[config.mk]
export PLATFORM = sky130hd
export DESIGN_NAME = prs_device_flat
export DESIGN_NICKNAME = d
export VERILOG_FILES = /design/src/prs_pkg.sv /design/src/prs_if.sv /design/src/prs_rst_sync.sv /design/src/prs_device.sv /design/src/flat_wrapper.sv
export SDC_FILE = /design/constraint.sdc
export NUM_CORES = 1
export LEC_CHECK = 0
export ABC_CLOCK_PERIOD_IN_PS = 900
export BUFFER_PORTS_ARGS = -buffer_cell sky130_fd_sc_hd__buf_4
export CAP_MARGIN = 10
export CORE_UTILIZATION = 46
export DETAILED_ROUTE_END_ITERATION = 10
export PLACE_DENSITY_LB_ADDON = 0.12
export REMOVE_ABC_BUFFERS = 1
export SLEW_MARGIN = 20
export SYNTH_ARGS = -nofsm -noshare
export SYNTH_HDL_FRONTEND = slang
export SYNTH_HIERARCHICAL = 1
export SYNTH_SLANG_ARGS = --single-unit
[constraint.sdc]
create_clock -name clk_sys_i -period 0.9 [get_ports clk_sys_i]
set_input_delay 0.09 -clock clk_sys_i [delete_from_list [all_inputs] [get_ports clk_sys_i]]
set_output_delay 0.09 -clock clk_sys_i [all_outputs]
set_load 0.005 [all_outputs]
[src/prs_pkg.sv]
package prs_pkg;

    localparam int unsigned CLK_PERIOD_NS = 10;

    // Host-side reset timing
    localparam int unsigned POR_HOLD_NS   = 1000;
    localparam int unsigned BUS_TAIL_NS   = 100;
    localparam int unsigned BUS_HOLD_NS   = 1000;

    // Least times round up to whole cycles
    localparam int unsigned POR_HOLD_CYC  = (POR_HOLD_NS + CLK_PERIOD_NS - 1) / CLK_PERIOD_NS;
    localparam int unsigned BUS_TAIL_CYC  = (BUS_TAIL_NS + CLK_PERIOD_NS - 1) / CLK_PERIOD_NS;
    localparam int unsigned BUS_HOLD_CYC  = (BUS_HOLD_NS + CLK_PERIOD_NS - 1) / CLK_PERIOD_NS;

    localparam int unsigned CNT_W         = 16;

    // Device register layout and reset values
    localparam int unsigned DATA_W        = 8;
    localparam logic [7:0]  CFG_RST       = 8'h00;
    localparam logic        PME_EN_RST    = 1'b0;
    localparam logic        PME_STS_RST   = 1'b0;
    localparam logic        DRIVE_RST     = 1'b0;

    typedef enum logic [1:0] {
        HS_BOOT,
        HS_BUS_TAIL,
        HS_RUN,
        HS_BUS_RST
    } prs_host_state_type;

endpackage

[src/prs_if.sv]
interface prs_if #(
    parameter int unsigned W = prs_pkg::DATA_W
);
    // Reset and suspend lines from the host
    logic           por_n;
    logic           brst_n;
    logic           suspend;
    // Wake line, open drain, driven low while pme_oe is high
    logic           pme_oe;
    logic           pme_n;
    // Device output buffers
    logic [W-1:0]   dev_data;
    logic           dev_oe;
    // Wire levels seen by the host; undriven bus reads as pulled high
    logic [W-1:0]   bus_data;

    assign pme_n    = ~pme_oe;
    assign bus_data = dev_oe ? dev_data : {W{1'b1}};

    modport device (
        input  por_n,
        input  brst_n,
        input  suspend,
        output pme_oe,
        output dev_data,
        output dev_oe
    );

    modport host (
        output por_n,
        output brst_n,
        output suspend,
        input  pme_n,
        input  dev_oe,
        input  bus_data
    );
endinterface

[src/prs_rst_sync.sv]
module prs_rst_sync (
    input  wire logic clk_i,
    input  wire logic arst_n_i,
    output wire logic srst_n_o
);
    logic stage1_q;
    logic stage2_q;

    // Assert at once, release on the second rising edge
    always_ff @(posedge clk_i or negedge arst_n_i) begin
        if (!arst_n_i) begin
            stage1_q <= 1'b0;
            stage2_q <= 1'b0;
        end else begin
            stage1_q <= 1'b1;
            stage2_q <= stage1_q;
        end
    end

    assign srst_n_o = stage2_q;
endmodule

[src/prs_device.sv]
// How it works
// - Power-on reset: outputs off, registers cleared
// - Unprotected power-on reset also clears wake context
// - With wake support, host uses power-on reset at boot only
// - Host holds bus reset across every reset
// - Without wake support, both resets tied together
// - Suspend keeps registers through power-on reset
// - Everything samples on the clock rising edge
// - Bus reset: core registers cleared, wake context kept, outputs off
// - Wake line only driven when enabled
// - After bus reset, default configuration, ready
// - Suspend keeps registers through bus reset
module prs_device
    import prs_pkg::*;
#(
    parameter int unsigned W = DATA_W
) (
    input  wire logic         clk_sys_i,
    input  wire logic         rstn_i,
    prs_if.device             link,
    input  wire logic         cfg_wr_i,
    input  wire logic [W-1:0] cfg_wdata_i,
    input  wire logic         out_en_wr_i,
    input  wire logic         out_en_i,
    input  wire logic         pme_en_wr_i,
    input  wire logic         pme_en_i,
    input  wire logic         wake_event_i,
    input  wire logic         pme_clr_i,
    output logic [W-1:0]      cfg_o,
    output logic              pme_en_o,
    output logic              pme_sts_o,
    output logic              ready_o,
    output logic              in_reset_o
);

    // Reset gating and the synchronised copies
    logic         por_gate_n;
    logic         core_gate_n;
    logic         por_sync_n;
    logic         core_sync_n;
    logic         resets_free;
    logic [1:0]   sync_arst_n;
    logic [1:0]   sync_n;

    // Register state
    logic [W-1:0] cfg_q;
    logic [W-1:0] cfg_d;
    logic         drive_q;
    logic         drive_d;
    logic [W-1:0] out_q;
    logic [W-1:0] out_d;

    logic         pme_en_q;
    logic         pme_en_d;
    logic         pme_sts_q;
    logic         pme_sts_d;

    logic         in_reset_q;
    logic         in_reset_d;
    logic         ready_q;
    logic         ready_d;

    // A reset line reaches the registers unless suspend protects them
    function automatic logic gate_reset(input logic line_n, input logic protect);
        return line_n | protect;
    endfunction

    // Suspend masks the reset from the registers; outputs still go off
    // Suspend must be steady while either reset is low to avoid glitches
    assign por_gate_n  = gate_reset(link.por_n, link.suspend);
    assign core_gate_n = por_gate_n & gate_reset(link.brst_n, link.suspend);

    // Index 0 guards the wake context, index 1 the core registers
    assign sync_arst_n[0] = por_gate_n & rstn_i;
    assign sync_arst_n[1] = core_gate_n & rstn_i;

    for (genvar g = 0; g < 2; g++) begin : g_sync
        prs_rst_sync u_prs_rst_sync (
            .clk_i    (clk_sys_i),
            .arst_n_i (sync_arst_n[g]),
            .srst_n_o (sync_n[g])
        );
    end

    assign por_sync_n  = sync_n[0];
    assign core_sync_n = sync_n[1];

    assign resets_free = link.por_n & link.brst_n;

    // Configuration word, cleared by either unprotected reset
    always_comb begin
        cfg_d = cfg_q;
        if (cfg_wr_i) begin
            cfg_d = cfg_wdata_i;
        end
    end

    always_ff @(posedge clk_sys_i or negedge core_sync_n) begin
        if (!core_sync_n) begin
            cfg_q <= W'(CFG_RST);
        end else begin
            cfg_q <= cfg_d;
        end
    end

    // Output buffer enable, off again after every unprotected reset
    always_comb begin
        drive_d = drive_q;
        if (out_en_wr_i) begin
            drive_d = out_en_i;
        end
    end

    always_ff @(posedge clk_sys_i or negedge core_sync_n) begin
        if (!core_sync_n) begin
            drive_q <= DRIVE_RST;
        end else begin
            drive_q <= drive_d;
        end
    end

    // Output data stage, one cycle behind the configuration word
    always_comb begin
        out_d = cfg_q;
    end

    always_ff @(posedge clk_sys_i or negedge core_sync_n) begin
        if (!core_sync_n) begin
            out_q <= W'(CFG_RST);
        end else begin
            out_q <= out_d;
        end
    end

    // Wake enable survives bus reset, cleared only by power-on reset or rstn_i
    always_comb begin
        pme_en_d = pme_en_q;
        if (pme_en_wr_i) begin
            pme_en_d = pme_en_i;
        end
    end

    always_ff @(posedge clk_sys_i or negedge por_sync_n) begin
        if (!por_sync_n) begin
            pme_en_q <= PME_EN_RST;
        end else begin
            pme_en_q <= pme_en_d;
        end
    end

    // Wake status; an event in the clearing cycle wins
    always_comb begin
        pme_sts_d = pme_sts_q;
        if (pme_clr_i) begin
            pme_sts_d = 1'b0;
        end
        if (wake_event_i) begin
            pme_sts_d = 1'b1;
        end
    end

    always_ff @(posedge clk_sys_i or negedge por_sync_n) begin
        if (!por_sync_n) begin
            pme_sts_q <= PME_STS_RST;
        end else begin
            pme_sts_q <= pme_sts_d;
        end
    end

    // Reset flag for the user side, one cycle behind the lines
    always_comb begin
        in_reset_d = ~resets_free;
    end

    always_ff @(posedge clk_sys_i or negedge rstn_i) begin
        if (!rstn_i) begin
            in_reset_q <= 1'b1;
        end else begin
            in_reset_q <= in_reset_d;
        end
    end

    // Ready once both lines are free and the core reset has left sync
    always_comb begin
        ready_d = resets_free & core_sync_n;
    end

    always_ff @(posedge clk_sys_i or negedge rstn_i) begin
        if (!rstn_i) begin
            ready_q <= 1'b0;
        end else begin
            ready_q <= ready_d;
        end
    end

    // Output buffers go off the moment either reset line falls
    assign link.dev_data = out_q;
    assign link.dev_oe   = drive_q & resets_free & rstn_i;

    // Wake line may be driven in bus reset, only when enabled,
    // but never while power-on reset is low, protected or not
    assign link.pme_oe   = pme_en_q & pme_sts_q & link.por_n & rstn_i;

    assign cfg_o      = cfg_q;
    assign pme_en_o   = pme_en_q;
    assign pme_sts_o  = pme_sts_q;
    assign ready_o    = ready_q;
    assign in_reset_o = in_reset_q;

endmodule

[src/flat_wrapper.sv]
// flat-port wrapper written by rule: the top's interface ports become plain ports
module prs_device_flat import prs_pkg::*;
#(
    parameter int unsigned W = DATA_W
)
  (clk_sys_i, rstn_i, cfg_wr_i, cfg_wdata_i, out_en_wr_i, out_en_i, pme_en_wr_i, pme_en_i, wake_event_i, pme_clr_i, cfg_o, pme_en_o, pme_sts_o, ready_o, in_reset_o, link_por_n, link_brst_n, link_suspend, link_pme_oe, link_dev_data, link_dev_oe);
  prs_if #(.W(W)) link_i ();
  input  wire logic clk_sys_i;
  input  wire logic rstn_i;
  input  wire logic cfg_wr_i;
  input  wire logic [W-1:0] cfg_wdata_i;
  input  wire logic out_en_wr_i;
  input  wire logic out_en_i;
  input  wire logic pme_en_wr_i;
  input  wire logic pme_en_i;
  input  wire logic wake_event_i;
  input  wire logic pme_clr_i;
  output logic [W-1:0] cfg_o;
  output logic pme_en_o;
  output logic pme_sts_o;
  output logic ready_o;
  output logic in_reset_o;
  input wire logic [$bits(link_i.por_n)-1:0] link_por_n;
  input wire logic [$bits(link_i.brst_n)-1:0] link_brst_n;
  input wire logic [$bits(link_i.suspend)-1:0] link_suspend;
  output wire logic [$bits(link_i.pme_oe)-1:0] link_pme_oe;
  output wire logic [$bits(link_i.dev_data)-1:0] link_dev_data;
  output wire logic [$bits(link_i.dev_oe)-1:0] link_dev_oe;
  assign link_i.por_n = link_por_n;
  assign link_i.brst_n = link_brst_n;
  assign link_i.suspend = link_suspend;
  assign link_pme_oe = link_i.pme_oe;
  assign link_dev_data = link_i.dev_data;
  assign link_dev_oe = link_i.dev_oe;
  prs_device #(.W(W)) u_core (.clk_sys_i(clk_sys_i), .rstn_i(rstn_i), .link(link_i), .cfg_wr_i(cfg_wr_i), .cfg_wdata_i(cfg_wdata_i), .out_en_wr_i(out_en_wr_i), .out_en_i(out_en_i), .pme_en_wr_i(pme_en_wr_i), .pme_en_i(pme_en_i), .wake_event_i(wake_event_i), .pme_clr_i(pme_clr_i), .cfg_o(cfg_o), .pme_en_o(pme_en_o), .pme_sts_o(pme_sts_o), .ready_o(ready_o), .in_reset_o(in_reset_o));
endmodule
# Word-level counts from Yosys, hierarchy flattened

Cells that the tools add are included.
W data, S select, Z words.

Register bits: 25
Latch bits: 0
Bits in writable memories: 0
ROM bits: 0
Bits of input ports: 20
Output and inout port bits: 22
Memories: 0

Add/sub/neg operators: 0
Multipliers: 0
Divide/modulo/power cells: 0
Order comparisons: 0
Eq/ne operators: 0
Shifts and indexed selects: 0
Muxes and demuxes: 2
Bitwise operators: 13
Reduce and logical (&&, ||, !) cells: 1

Operators by type and width:

| kind               | count |
|---|---|
| $and A1 B1 Y1      | 10 |
| $mux W1            | 2 |
| $or A1 B1 Y1       | 2 |
| $reduce_bool A2 Y1 | 1 |
| $not A1 Y1         | 1 |

# Longest topological paths before layout

Gate-level depths: netlist of run 1.

Depth after elaboration: 3
Depth in mapped cells: 2

# Cells and area by module

The synthesis of run 1 kept the hierarchy.

By module, submodules not included:

| module       | times used | cells each | area an instance (sq um) | seq. area each (sq um) |
|---|---|---|---|---|
| prs_device   | 1          | 42         | 737.0                    | 526.8 |
| prs_rst_sync | 2          | 3          | 53.8                     | 50.0 |

# Worst setup path after synthesis of run 1

Ideal clock, no wire load.

Path type: reg-to-reg
Start point: register u_core.g_sync[1].u_prs_rst_sync.stage2_q
End point: register u_core.ready_q (netlist: u_core/ready_o)
Setup time: 120 ps
Arrival: 851 ps
Data required time: 780 ps
Slack: -71 ps
Cell stages (with the launch flop): 2
Path buffers: 0
Cell sequence: dfrtp_1 > and3_1

Longest elaborated chain between the ends: 1

Ends and longest elaborated chain:

| item                     | RTL line           | RTL |
|---|---|---|
| start: declaration       | prs_rst_sync.sv:7  | `logic stage2_q;` |
| start signal: assignment | prs_rst_sync.sv:16 | `stage2_q <= stage1_q;` |
| $and A1 B1 Y1            | prs_device.sv:185  | `ready_d = resets_free & core_sync_n;` |
| via u_core.ready_d       | prs_device.sv:61   | `logic ready_d;` |
| end signal: assignment   | prs_device.sv:192  | `ready_q <= ready_d;` |
| end: declaration         | prs_device.sv:60   | `logic ready_q;` |

The timed path passes the listed nets, and every way through them passes these cells.
A chain may end at the register's enable or synchronous reset.

# Final worst setup path of run 1

Start point: register u_core.drive_q
End point: output link_dev_oe

Longest elaborated chain between the ends: 2

Ends and longest elaborated chain:

| item                       | RTL line           | RTL |
|---|---|---|
| start: declaration         | prs_device.sv:48   | `logic drive_q;` |
| start signal: assignment   | prs_device.sv:118  | `drive_q <= drive_d;` |
| $and A1 B1 Y1 (2 in a row) | prs_device.sv:198  | `assign link.dev_oe = drive_q & resets_free & rstn_i;` |
| end: declaration           | flat_wrapper.sv:28 | `output wire logic [$bits(link_i.dev_oe)-1:0] link_dev_oe;` |

No other way between the ends.

==> run metrics, run 1 <==
R2R Setup Slk=-0.03 ns; Post-Syn Area=around 840 um2; flops & latches, synth=25; global placer's final weighted congestion=about 0.67; top-area cell type share of the netlist area=around 71%; clock latency on the worst-skew pair=between 0.3 and 0.4 ns; worst hold slack=0.00976 ns; GRT overflow=0; leading cell type in the layout, fill and taps excluded=buf_6; critical path endpoint category=output pin; Mean Syn Cell Area=17.6 um2; Starting Density=48.9%; largest net degree at the start of global routing=18; clock-pin transition on the worst setup and hold timing paths=0.13 ns; delay-heaviest family, CP=flip-flops; nets=137; fin. max-slew vios=0; post-DP HPWL=1100 um; outcome=finished with violations; maximum clock frequency=approximately 850 MHz; initial antenna violation count=0; CTS tree=done; failing checks=negative setup slack; Final Power=0.00232 W; Worst Path Buf+Inv=1; IO Pins=between 40 and 50; met3 GRT Util=~5.2%; largest cells by area after synthesis=dfrtp_1 (71%), mux2_4 (14%), dfstp_2 (3.1%); post-synthesis sequential area ratio=approximately 74%; Tcrit/Tclk final=131%; GRT Resource Usage Total=a little under a fifth; CTS Buffer Depth=2; number of fillers in the final layout=83; peak supply drop=~1.2 mV; Layout Utilization=88.0%; Hold/Removal Path Class=input port to register; most frequent cells in the layout=buf_6 (28), buf_4 (24), dfrtp_1 (24); crit path time final=around 1.2 ns; CTS root buffer=clkbuf_4; Final Hold Viols=0; TritonCTS buffer count=3; drt first pass iters=4; Die Y=around 45 um; # DRC=0; routed vias/inst=~4.8; antenna diode count=0; Die Area=2010 um2; die extent in x=44.9 um; Power Dens Cells=about 1500 nW/um2; share of layout cells above drive strength 1=56.9%; core area=1730 um2; Worst setup SP type=register; RSZ-0062 raised after global routing=yes; Final Skew=approximately 0.013 ns; final setup fails=26; gr busiest metal=met2; Slowest cell on crit path=dfrtp_1; total routed wirelength=roughly 2200 um; DRT antenna net count=0; crit path cell chain=nand2_1 > nor2_1 > buf_4; area delta synth->final=80.0%; routed len/inst=15.9 um; Post-Syn Instances=48; FP Rows=15; Clock Sinks=25; Max-Cap Viols=0; Setup WS post-layout=-0.282 ns; Leak=approximately 0.76 nW; met1 usage=20.5%; Yosys top cell by area=dfrtp_1; Data required, critical path=slightly above 0.8 ns; via count=670; Worst path max stage delay=about 0.40 ns; YS warnings=6; Crit Path Category=register to output pin; # port buffers=41; H-tree Lvls=1; vias in the first global route=approximately 620; Crit path arrival time=roughly 1.1 ns; CP Max Fanout=2; M2 GR Usage=a little over a third; first-pass GRT wire length=roughly 2600 um; unique cell type count in the Yosys netlist=15; initial drt markers=14
==> cells by family after synthesis <==
logic type             Yosys count  share of synthesized area (%)
AO/OA/AOI/OAI                    3                           2.37
buffers and inverters            2                           1.78
flip-flops                      25                           74.2
multiplexers                    10                           16.9
other                            2                          0.889
AND/OR/NAND/NOR                  6                           3.85
==> path summary, 6_finish.rpt <==
check,start,to,cells after the start
setup / recovery,u_core/drive_q,link_dev_oe,3
hold / removal,cfg_wdata_i[2],u_core/cfg_o[2],2
setup reg to reg,u_core/cfg_o[3],u_core/cfg_o[3],2
hold reg to reg,u_core/g_sync[0].u_prs_rst_sync/srst_n_o,u_core/pme_sts_o,0
max in group asynchronous,rstn_i,u_core/g_sync[1].u_prs_rst_sync/stage1_q,3
min in group asynchronous,u_core/g_sync[0].u_prs_rst_sync/srst_n_o,u_core/pme_sts_o,0
==> synthesized netlist by cell type (all sizes together) <==
| master | count |
|---|---|
| dfrtp | 24 |
| and4 | 1 |
| nand2 | 2 |
| inv | 1 |
| buf | 1 |
| conb | 2 |
| nor2b | 1 |
| nor2 | 1 |
| and3 | 1 |
| a21o | 1 |
| dfstp | 1 |
| mux2 | 10 |
| a21oi | 1 |
| o21a | 1 |
==> final cells by class <==
| cell class | count | area [um2] | area share, % |
|---|---|---|---|
| timing repair buffer | 65 | 626 | 41.2 |
| inverter | 1 | 3.75 | 0.247 |
| clock buffer | 4 | 26.3 | 1.73 |
| multi-input combinational | 21 | 206 | 13.6 |
| tap | 25 | 31.3 | 2.06 |
| sequential | 25 | 627 | 41.2 |
==> through the flow <==
stage          area [um2]  TNS, ns  setup slack, ns  instances
3_3_place_gp         1180        0            0.134        114
3_5_place_dp         1180        0            0.110        114
6_report             1520    -1.59           -0.282        141
2_1_floorplan         833  -0.0708          -0.0708         47
5_1_grt              1520    -2.68           -0.322        141
4_1_cts              1410    -1.24           -0.196        134
==> report_power, final <==
part	total, W	switching (W)	internal (W)
registers	0.00129	0.0000716	0.00122
clock network	0.000480	0.000307	0.000173
logic	0.000545	0.000156	0.000389
==> what timing repair did <==
action / in CTS / in global routing
setup endpoints to repair: 22 / 31
setup buffers: 10 / 1
resized for setup: 18 / 11
pin swaps: 1 / 0
hold buffers: 6 / 7
endpoints found under the hold margin: 8 / 7
==> metal layers <==
layer	vias up	share of wire (%)	wire length [um]
li1	291	-	-
met1	336	34	754
met2	33	56	1260
met3	10	6.2	139
met4	0	4.1	91
met5	-	0	0
==> registers in the layout, summed over array words and instances, names as in the netlist <==
name	count
u_core/cfg_o	8
u_core/link.dev_data	8
u_core/drive_q	1
u_core/g_sync.u_prs_rst_sync/stage1_q	2
u_core/g_sync.u_prs_rst_sync/srst_n_o	2
u_core/pme_sts_o	1
u_core/in_reset_o	1
u_core/ready_o	1
u_core/pme_en_o	1
Note: power is estimated with default switching activity, not from simulation.
==> inputs of run 2 (changes only) <==
--- a/config.mk
+++ b/config.mk
@@ -8,7 +8,8 @@
 export ABC_CLOCK_PERIOD_IN_PS = 900
 export BUFFER_PORTS_ARGS = -buffer_cell sky130_fd_sc_hd__buf_4
 export CAP_MARGIN = 10
-export CORE_UTILIZATION = 46
+export CORE_UTILIZATION = 49
+export CTS_BUF_LIST = sky130_fd_sc_hd__clkbuf_4 sky130_fd_sc_hd__clkbuf_8
 export DETAILED_ROUTE_END_ITERATION = 10
 export PLACE_DENSITY_LB_ADDON = 0.12
 export REMOVE_ABC_BUFFERS = 1
==> run 2 against run 1 <==
Compared with the run above: area after synthesis unchanged; the flow now stops in 5_1_grt; synthesized cell count is the same.
==> run metrics, run 2 <==
outcome=did not finish (was finished with violations); Exit stage=5_1_grt; Err=[ERROR DPL-0033] detailed placement checks failed during check placement.; worst_ep kind=primary output; Primary FF master, synth=dfrtp_1 (unchanged); # port buffers=41 (unchanged); Starting Density=54.2% (was 48.9%); Yosys top cell by area=dfrtp_1 (unchanged); top-area cell type share of the netlist area=71.1% (unchanged); die extent in x=43.5 um (was 44.9 um); Post-Syn Area=845 um2 (unchanged); YS warnings=6 (unchanged); unique cell type count in the Yosys netlist=15 (unchanged); largest cells by area after synthesis=dfrtp_1 (71%), mux2_4 (14%), dfstp_2 (3.1%) (unchanged); FP Rows=14 (was 15); Worst EP post-GRT repair=link_pme_oe; global placer's final weighted congestion=0.657 (was 0.668); largest net degree at the start of global routing=18; CTS root buffer=clkbuf_4 (unchanged); Clock Sinks=25 (unchanged); TritonCTS buffer count=3 (unchanged); H-tree Lvls=1 (unchanged); initial antenna violation count=0; Mean Syn Cell Area=17.6 um2 (unchanged); asr flop ratio synth=100% (unchanged); most common cell in the netlist=dfrtp_1 (unchanged); top cells by count, synth=dfrtp_1 (24), mux2_4 (8), conb_1 (2), mux2_2 (2), nand2_1 (2) (unchanged); flops & latches, synth=25 (unchanged); IO Pins=42 (unchanged); Die Y=43.5 um (was 44.9 um); post-synthesis sequential area ratio=74.2% (unchanged); CTS Buffer Depth=2 (unchanged); Post-synth EDFFs=0 (unchanged); Post-Syn Instances=48 (unchanged)
[run 2: cell counts after synthesis]
No cell type changed its count.
[run 2: metrics by stage]
| stage | instance area [um2] | setup WS [ns] | cells | utilization (%) | setup TNS (ns) |
|---|---|---|---|---|---|
| 2_1_floorplan | 833 | -0.0708 | 47 | - | -0.0708 |
| 3_3_place_gp | 1170 | 0.136 | 105 | 75.0 | 0 |
| 3_5_place_dp | 1170 | 0.100 | 105 | 75.0 | 0 |
| 4_1_cts | 1470 | -0.227 | 131 | 94.4 | -1.52 |
[run 2: cell families after synthesis]
kind of cell / after synthesis / share of synthesized area, %
DFF: 25 / 74.2
muxes: 10 / 16.9
and+or+nand+nor: 6 / 3.85
AOI/OAI and AO/OA: 3 / 2.37
buffers and inverters: 2 / 1.78
other: 2 / 0.889
[run 2: what timing repair did]
item                       CTS
pin swaps                    1
hold endpoints to repair    16
hold buffers                14
buffers inserted             8
gates resized for setup     20
setup endpoints to repair   22
==> inputs of run 3 (changes only) <==
--- a/config.mk
+++ b/config.mk
@@ -8,10 +8,10 @@
 export ABC_CLOCK_PERIOD_IN_PS = 900
 export BUFFER_PORTS_ARGS = -buffer_cell sky130_fd_sc_hd__buf_4
 export CAP_MARGIN = 10
-export CORE_UTILIZATION = 49
-export CTS_BUF_LIST = sky130_fd_sc_hd__clkbuf_4 sky130_fd_sc_hd__clkbuf_8
+export CORE_AREA = 2 2 63 65
 export DETAILED_ROUTE_END_ITERATION = 10
-export PLACE_DENSITY_LB_ADDON = 0.12
+export DIE_AREA = 0 0 65 67
+export PLACE_DENSITY_LB_ADDON = 0.15
 export REMOVE_ABC_BUFFERS = 1
 export SLEW_MARGIN = 20
 export SYNTH_ARGS = -nofsm -noshare
==> run 3 against run 2 <==
Compared with the run above: the flow now finishes, with violations (negative setup slack).
==> run metrics, run 3 (synthesis gave the netlist of run 1 again) <==
outcome=finished with violations (was did not finish); failing checks=negative setup slack; area delta synth->final=60.4%; Max-Cap Viols=0; first-pass GRT wire length=approximately 2400 um; Worst path max stage delay=approximately 0.38 ns; IO Pins=42 (unchanged); routed vias/inst=3.76; RSZ-0062 raised after global routing=yes; GRT Resource Usage Total=about 7.7%; fin. max-slew vios=0; critical path endpoint category=output pin; Starting Density=23.4% (was 54.2%); Final Hold Viols=0; Clock Sinks=25 (unchanged); CP Launch Point=u_core/pme_sts_o; Die Area=approximately 4400 um2; CP Max Fanout=2; crit path cell chain=and4_1 > buf_4; Final Skew=roughly 0.0012 ns; Slowest cell on crit path=dfrtp_1; core area=between 3000 and 4000 um2; final setup fails=4; Power Dens Cells=1680 nW/um2; TritonCTS buffer count=3 (unchanged); delay-heaviest family, CP=flip-flops; antenna diode count=0; Worst R2R Path Depth=1; share of layout cells above drive strength 1=57.0%; FP Rows=22 (was 14); total routed wirelength=around 1500 um; global placer's final weighted congestion=0.664 (was 0.657); Data required, critical path=0.81 ns; Cell Area, Placed=1210 um2 (was 1170 um2); most frequent cells in the layout=buf_4 (34), dfrtp_1 (24), buf_6 (9); routed len/inst=10.2 um; # DRC=0; nets=between 100 and 150; maximum clock frequency=just under 1000 MHz; post-placement worst setup slack=0.127 ns (was 0.100 ns); largest net degree at the start of global routing=18; DRT antenna net count=0; leading cell type in the layout, fill and taps excluded=buf_4; H-tree Lvls=1 (unchanged); initial drt markers=9; CP Depth=2; Design Area, Final=about 1400 um2; Die Y=67 um (was 43.5 um); # port buffers=41 (unchanged); clock-pin transition on the worst setup and hold timing paths=around 0.08 ns; CTS tree=done; Tcrit/Tclk final=113%; peak supply drop=0.544 mV; Hold/Removal Path Class=register to asynchronous set/reset pin; post-DP HPWL=about 1100 um; via count=around 560; vias in the first global route=508; initial antenna violation count=0; CTS Buffer Depth=2 (unchanged); Worst setup SP type=register; drt first pass iters=2; Worst Path Buf+Inv=1; Crit Path Category=register to output pin; non-filler cells, final=around 150; worst hold slack=0.0242 ns; CTS root buffer=clkbuf_8 (was clkbuf_4); GRT overflow=0; die extent in x=65 um (was 43.5 um); crit path time final=1.02 ns; Crit path arrival time=~0.93 ns; Setup WS post-layout=-0.121 ns; Leak=0.670 nW; number of fillers in the final layout=between 300 and 400; clock latency on the worst-skew pair=roughly 0.26 ns; Reg-to-Reg Start=u_core/cfg_o[1]; Placed Instances=137 (was 105)
## run 3: stage by stage
stage | util (%) | power (W) | TNS (ns)
3_5_place_dp | 33.5 | 0.00163 | 0
2_1_floorplan | - | 0.00139 | -0.0708
4_1_cts | 37.2 | 0.00231 | -0.372
3_3_place_gp | 33.5 | 0.00163 | 0
5_1_grt | 37.6 | 0.00242 | -0.716
6_report | 37.6 | 0.00228 | -0.317
## run 3: power breakdown
| group | total [W] | switching (W) | internal, W |
|---|---|---|---|
| Sequential | 0.00128 | 0.0000546 | 0.00122 |
| Clock | 0.000631 | 0.000315 | 0.000315 |
| Combinational | 0.000377 | 0.000108 | 0.000269 |
## run 3: what timing repair did
| action | 4_1_cts | 5_1_grt |
|---|---|---|
| endpoints found under the setup margin | 7 | 13 |
| resized for setup | 5 | 4 |
| hold buffers | 6 | 0 |
| pin swaps | 1 | 0 |
| setup buffers | 1 | 0 |
| hold endpoints to repair | 8 | 0 |
## run 3: path summary, 6_finish.rpt
check,endpoint,slack [ns]
min reg2reg,u_core/pme_en_o,0.02
max,link_pme_oe,-0.12
min,u_core/pme_en_o,0.02
max in group asynchronous,u_core/g_sync[1].u_prs_rst_sync/srst_n_o,0.35
min in group clk_sys_i,u_core/cfg_o[7],0.06
max reg2reg,u_core/cfg_o[1],0.11
## run 3: per-layer routing
layer / part of all wire (%) / vias to the layer above / track usage, %
met4: 1.9 / 0 / 4.79
met1: 39 / 276 / 9.44
met2: 54 / 14 / 11.5
met5: 0 / - / 0
met3: 5.8 / 4 / 2.87
li1: - / 263 / -
## run 3: cell type report
| type | count | area, um2 | area share [%] |
|---|---|---|---|
| Sequential cell | 25 | 627 | 46.3 |
| Timing Repair Buffer | 49 | 417 | 30.7 |
| Multi-Input combinational cell | 21 | 203 | 15.0 |
| Tap cell | 48 | 60.1 | 4.43 |
| Clock buffer | 4 | 45.0 | 3.32 |
| Inverter | 1 | 3.75 | 0.277 |
==> inputs of run 4 (changes only) <==
--- a/config.mk
+++ b/config.mk
@@ -11,6 +11,7 @@
 export CORE_AREA = 2 2 63 65
 export DETAILED_ROUTE_END_ITERATION = 10
 export DIE_AREA = 0 0 65 67
+export HOLD_SLACK_MARGIN = 0.06
 export PLACE_DENSITY_LB_ADDON = 0.15
 export REMOVE_ABC_BUFFERS = 1
 export SLEW_MARGIN = 20
==> run 4 against run 3 <==
Compared with the run above: the run still ends with negative setup slack left; non-clock buffer count increased by 11; via count increased by 6.8%; maximum frequency about the same; first-iteration DRC count increased by 33%; combinational power increased by 10%; flip-flop and latch count unchanged; global-route usage increased by 0.58 points; cell count increased by 7.4%; largest cell class unchanged; die area unchanged.
==> run metrics, run 4 (synthesis gave the netlist of run 1 again) <==
outcome=finished with violations (unchanged); failing checks=negative setup slack (unchanged); via count=595 (was 557); largest net degree at the start of global routing=18 (unchanged); initial antenna violation count=0 (unchanged); final setup TNS=-0.319 ns (was -0.317 ns); Placed Instances=137 (unchanged); drt first pass iters=2 (unchanged); Final Skew=0.00160 ns (was 0.00116 ns); antenna diode count=0 (unchanged); Worst Hold Path Cells=2; Data required, critical path=0.81 ns (about the same); global placer's final weighted congestion=0.664 (unchanged); # port buffers=41 (unchanged); GRT overflow=0 (unchanged); GRT Resource Usage Total=8.30% (was 7.72%); vias in the first global route=550 (was 508); clock latency on the worst-skew pair=0.26 ns (about the same); RSZ-0062 raised after global routing=yes (unchanged); share of layout cells above drive strength 1=51.4% (was 57.0%); Reg-to-Reg Start=u_core/cfg_o[1] (unchanged); Max-Cap Viols=0 (unchanged); fin. max-slew vios=0 (unchanged); Die Y=67 um (unchanged); Worst setup SP type=register (unchanged); worst hold start=out_en_wr_i; CP Max Fanout=2 (unchanged); Final Hold Viols=0 (unchanged); # DRC=0 (unchanged); final setup fails=4 (unchanged); first-pass GRT wire length=2620 um (was 2400 um); routed len/inst=10.2 um (about the same); initial drt markers=12 (was 9); die extent in x=65 um (unchanged); CTS Buffer Depth=2 (unchanged); Setup WS post-layout=-0.121 ns (about the same); TritonCTS buffer count=3 (unchanged); Power Dens Cells=1590 nW/um2 (was 1680 nW/um2); Final Power=0.00232 W (was 0.00228 W); CP Launch Point=u_core/pme_sts_o (unchanged); leading cell type in the layout, fill and taps excluded=buf_4 (unchanged); core area=3610 um2 (unchanged); Leak=0.716 nW (was 0.670 nW); DRT antenna net count=0 (unchanged); Hold/Removal Path Class=input port to register (was register to asynchronous set/reset pin); FP Rows=22 (unchanged); Starting Density=23.4% (unchanged); H-tree Lvls=1 (unchanged); Die Area=4360 um2 (unchanged); peak supply drop=0.546 mV (was 0.544 mV); Tcrit/Tclk final=113% (about the same); reg2reg end=u_core/cfg_o[1] (unchanged); WHS Endpoint=u_core/drive_q; number of fillers in the final layout=352 (was 359); area delta synth->final=73.5% (was 60.4%); crit path time final=1.02 ns (about the same); nets=132 (was 121); most frequent cells in the layout=buf_4 (34), dfrtp_1 (24), dlygate4sd3_1 (17) (was buf_4 (34), dfrtp_1 (24), buf_6 (9)); CTS root buffer=clkbuf_8 (unchanged); routed vias/inst=3.74 (was 3.76); Clock Sinks=25 (unchanged); clock-pin transition on the worst setup and hold timing paths=0.08 ns (about the same); R2R Setup Slk=0.11 ns (about the same); critical path endpoint category=output pin (unchanged); Worst R2R Path Depth=1 (unchanged); Crit Path Category=register to output pin (unchanged); CTS tree=done (unchanged); maximum clock frequency=980 MHz (about the same); IO Pins=42 (unchanged); non-filler cells, final=159 (was 148); Crit path arrival time=0.93 ns (about the same); total routed wirelength=1620 um (was 1510 um); post-DP HPWL=1140 um (unchanged)
-- run 4: cell count changes in the layout (fill, tap and decap cells not counted), sizes merged --
cell / previous run / this run
dlygate4sd3: 6 / 17
-- run 4: how the worst max path moves through the flow --
stage	to	slack [ns]	cells after the start
floorplan	u_core/ready_o	-0.07	1
global placement	u_core/cfg_o[5]	0.14	1
detailed placement	link_pme_oe	0.13	2
CTS	link_pme_oe	-0.14	2
global route	link_pme_oe	-0.17	2
finish	link_pme_oe	-0.12	2
-- run 4: repair_timing --
| item | in CTS | in global routing |
|---|---|---|
| gates resized for setup | 5 | 4 |
| endpoints found under the hold margin | 20 | 0 |
| hold buffers | 17 | 0 |
| endpoints found under the setup margin | 7 | 13 |
| pin swaps | 1 | 0 |
| gates cloned | 0 | 0 |
| setup buffers | 1 | 0 |
-- run 4: where the power goes --
group          switching (W)  internal (W)  leakage (nW)
clock               0.000317      0.000315        0.0228
sequential         0.0000537       0.00122         0.293
combinational       0.000116      0.000300         0.400
total               0.000487       0.00184         0.716
-- run 4: cell type report --
class	count	area (um2)	area share, %
flip-flops and latches	25	627	42.8
repair buffers	60	527	36.0
multi-input cells	21	203	13.8
well taps	48	60.1	4.10
clock buffers	4	45.0	3.07
inverters	1	3.75	0.256
-- run 4: worst max-delay path, stage by stage, from the launching register on --
cell and delay, ns:
dfrtp_1 0.38, and4_1 0.17, buf_4 0.13
-- run 4: per-layer routing --
metal | routed length [um] | vias to the layer above | track usage (%) | part of all wire, %
met3 | 84 | 4 | 2.87 | 5.2
met1 | 628 | 292 | 10.2 | 39
li1 | - | 285 | - | -
met4 | 29 | 0 | 4.79 | 1.8
met5 | 0 | - | 0 | 0
met2 | 877 | 14 | 12.6 | 54
-- run 4: stage by stage --
step / instance area, um2 / util [%] / worst slack, ns / hold slack, ns
6_report: 1470 / 40.6 / -0.121 / 0.0728
5_1_grt: 1470 / 40.6 / -0.169 / 0.0626
4_1_cts: 1450 / 40.2 / -0.135 / 0.0670
3_5_place_dp: 1210 / 33.5 / 0.127 / -0.109
3_3_place_gp: 1210 / 33.5 / 0.137 / -0.109
2_1_floorplan: 833 / - / -0.0708 / -0.206
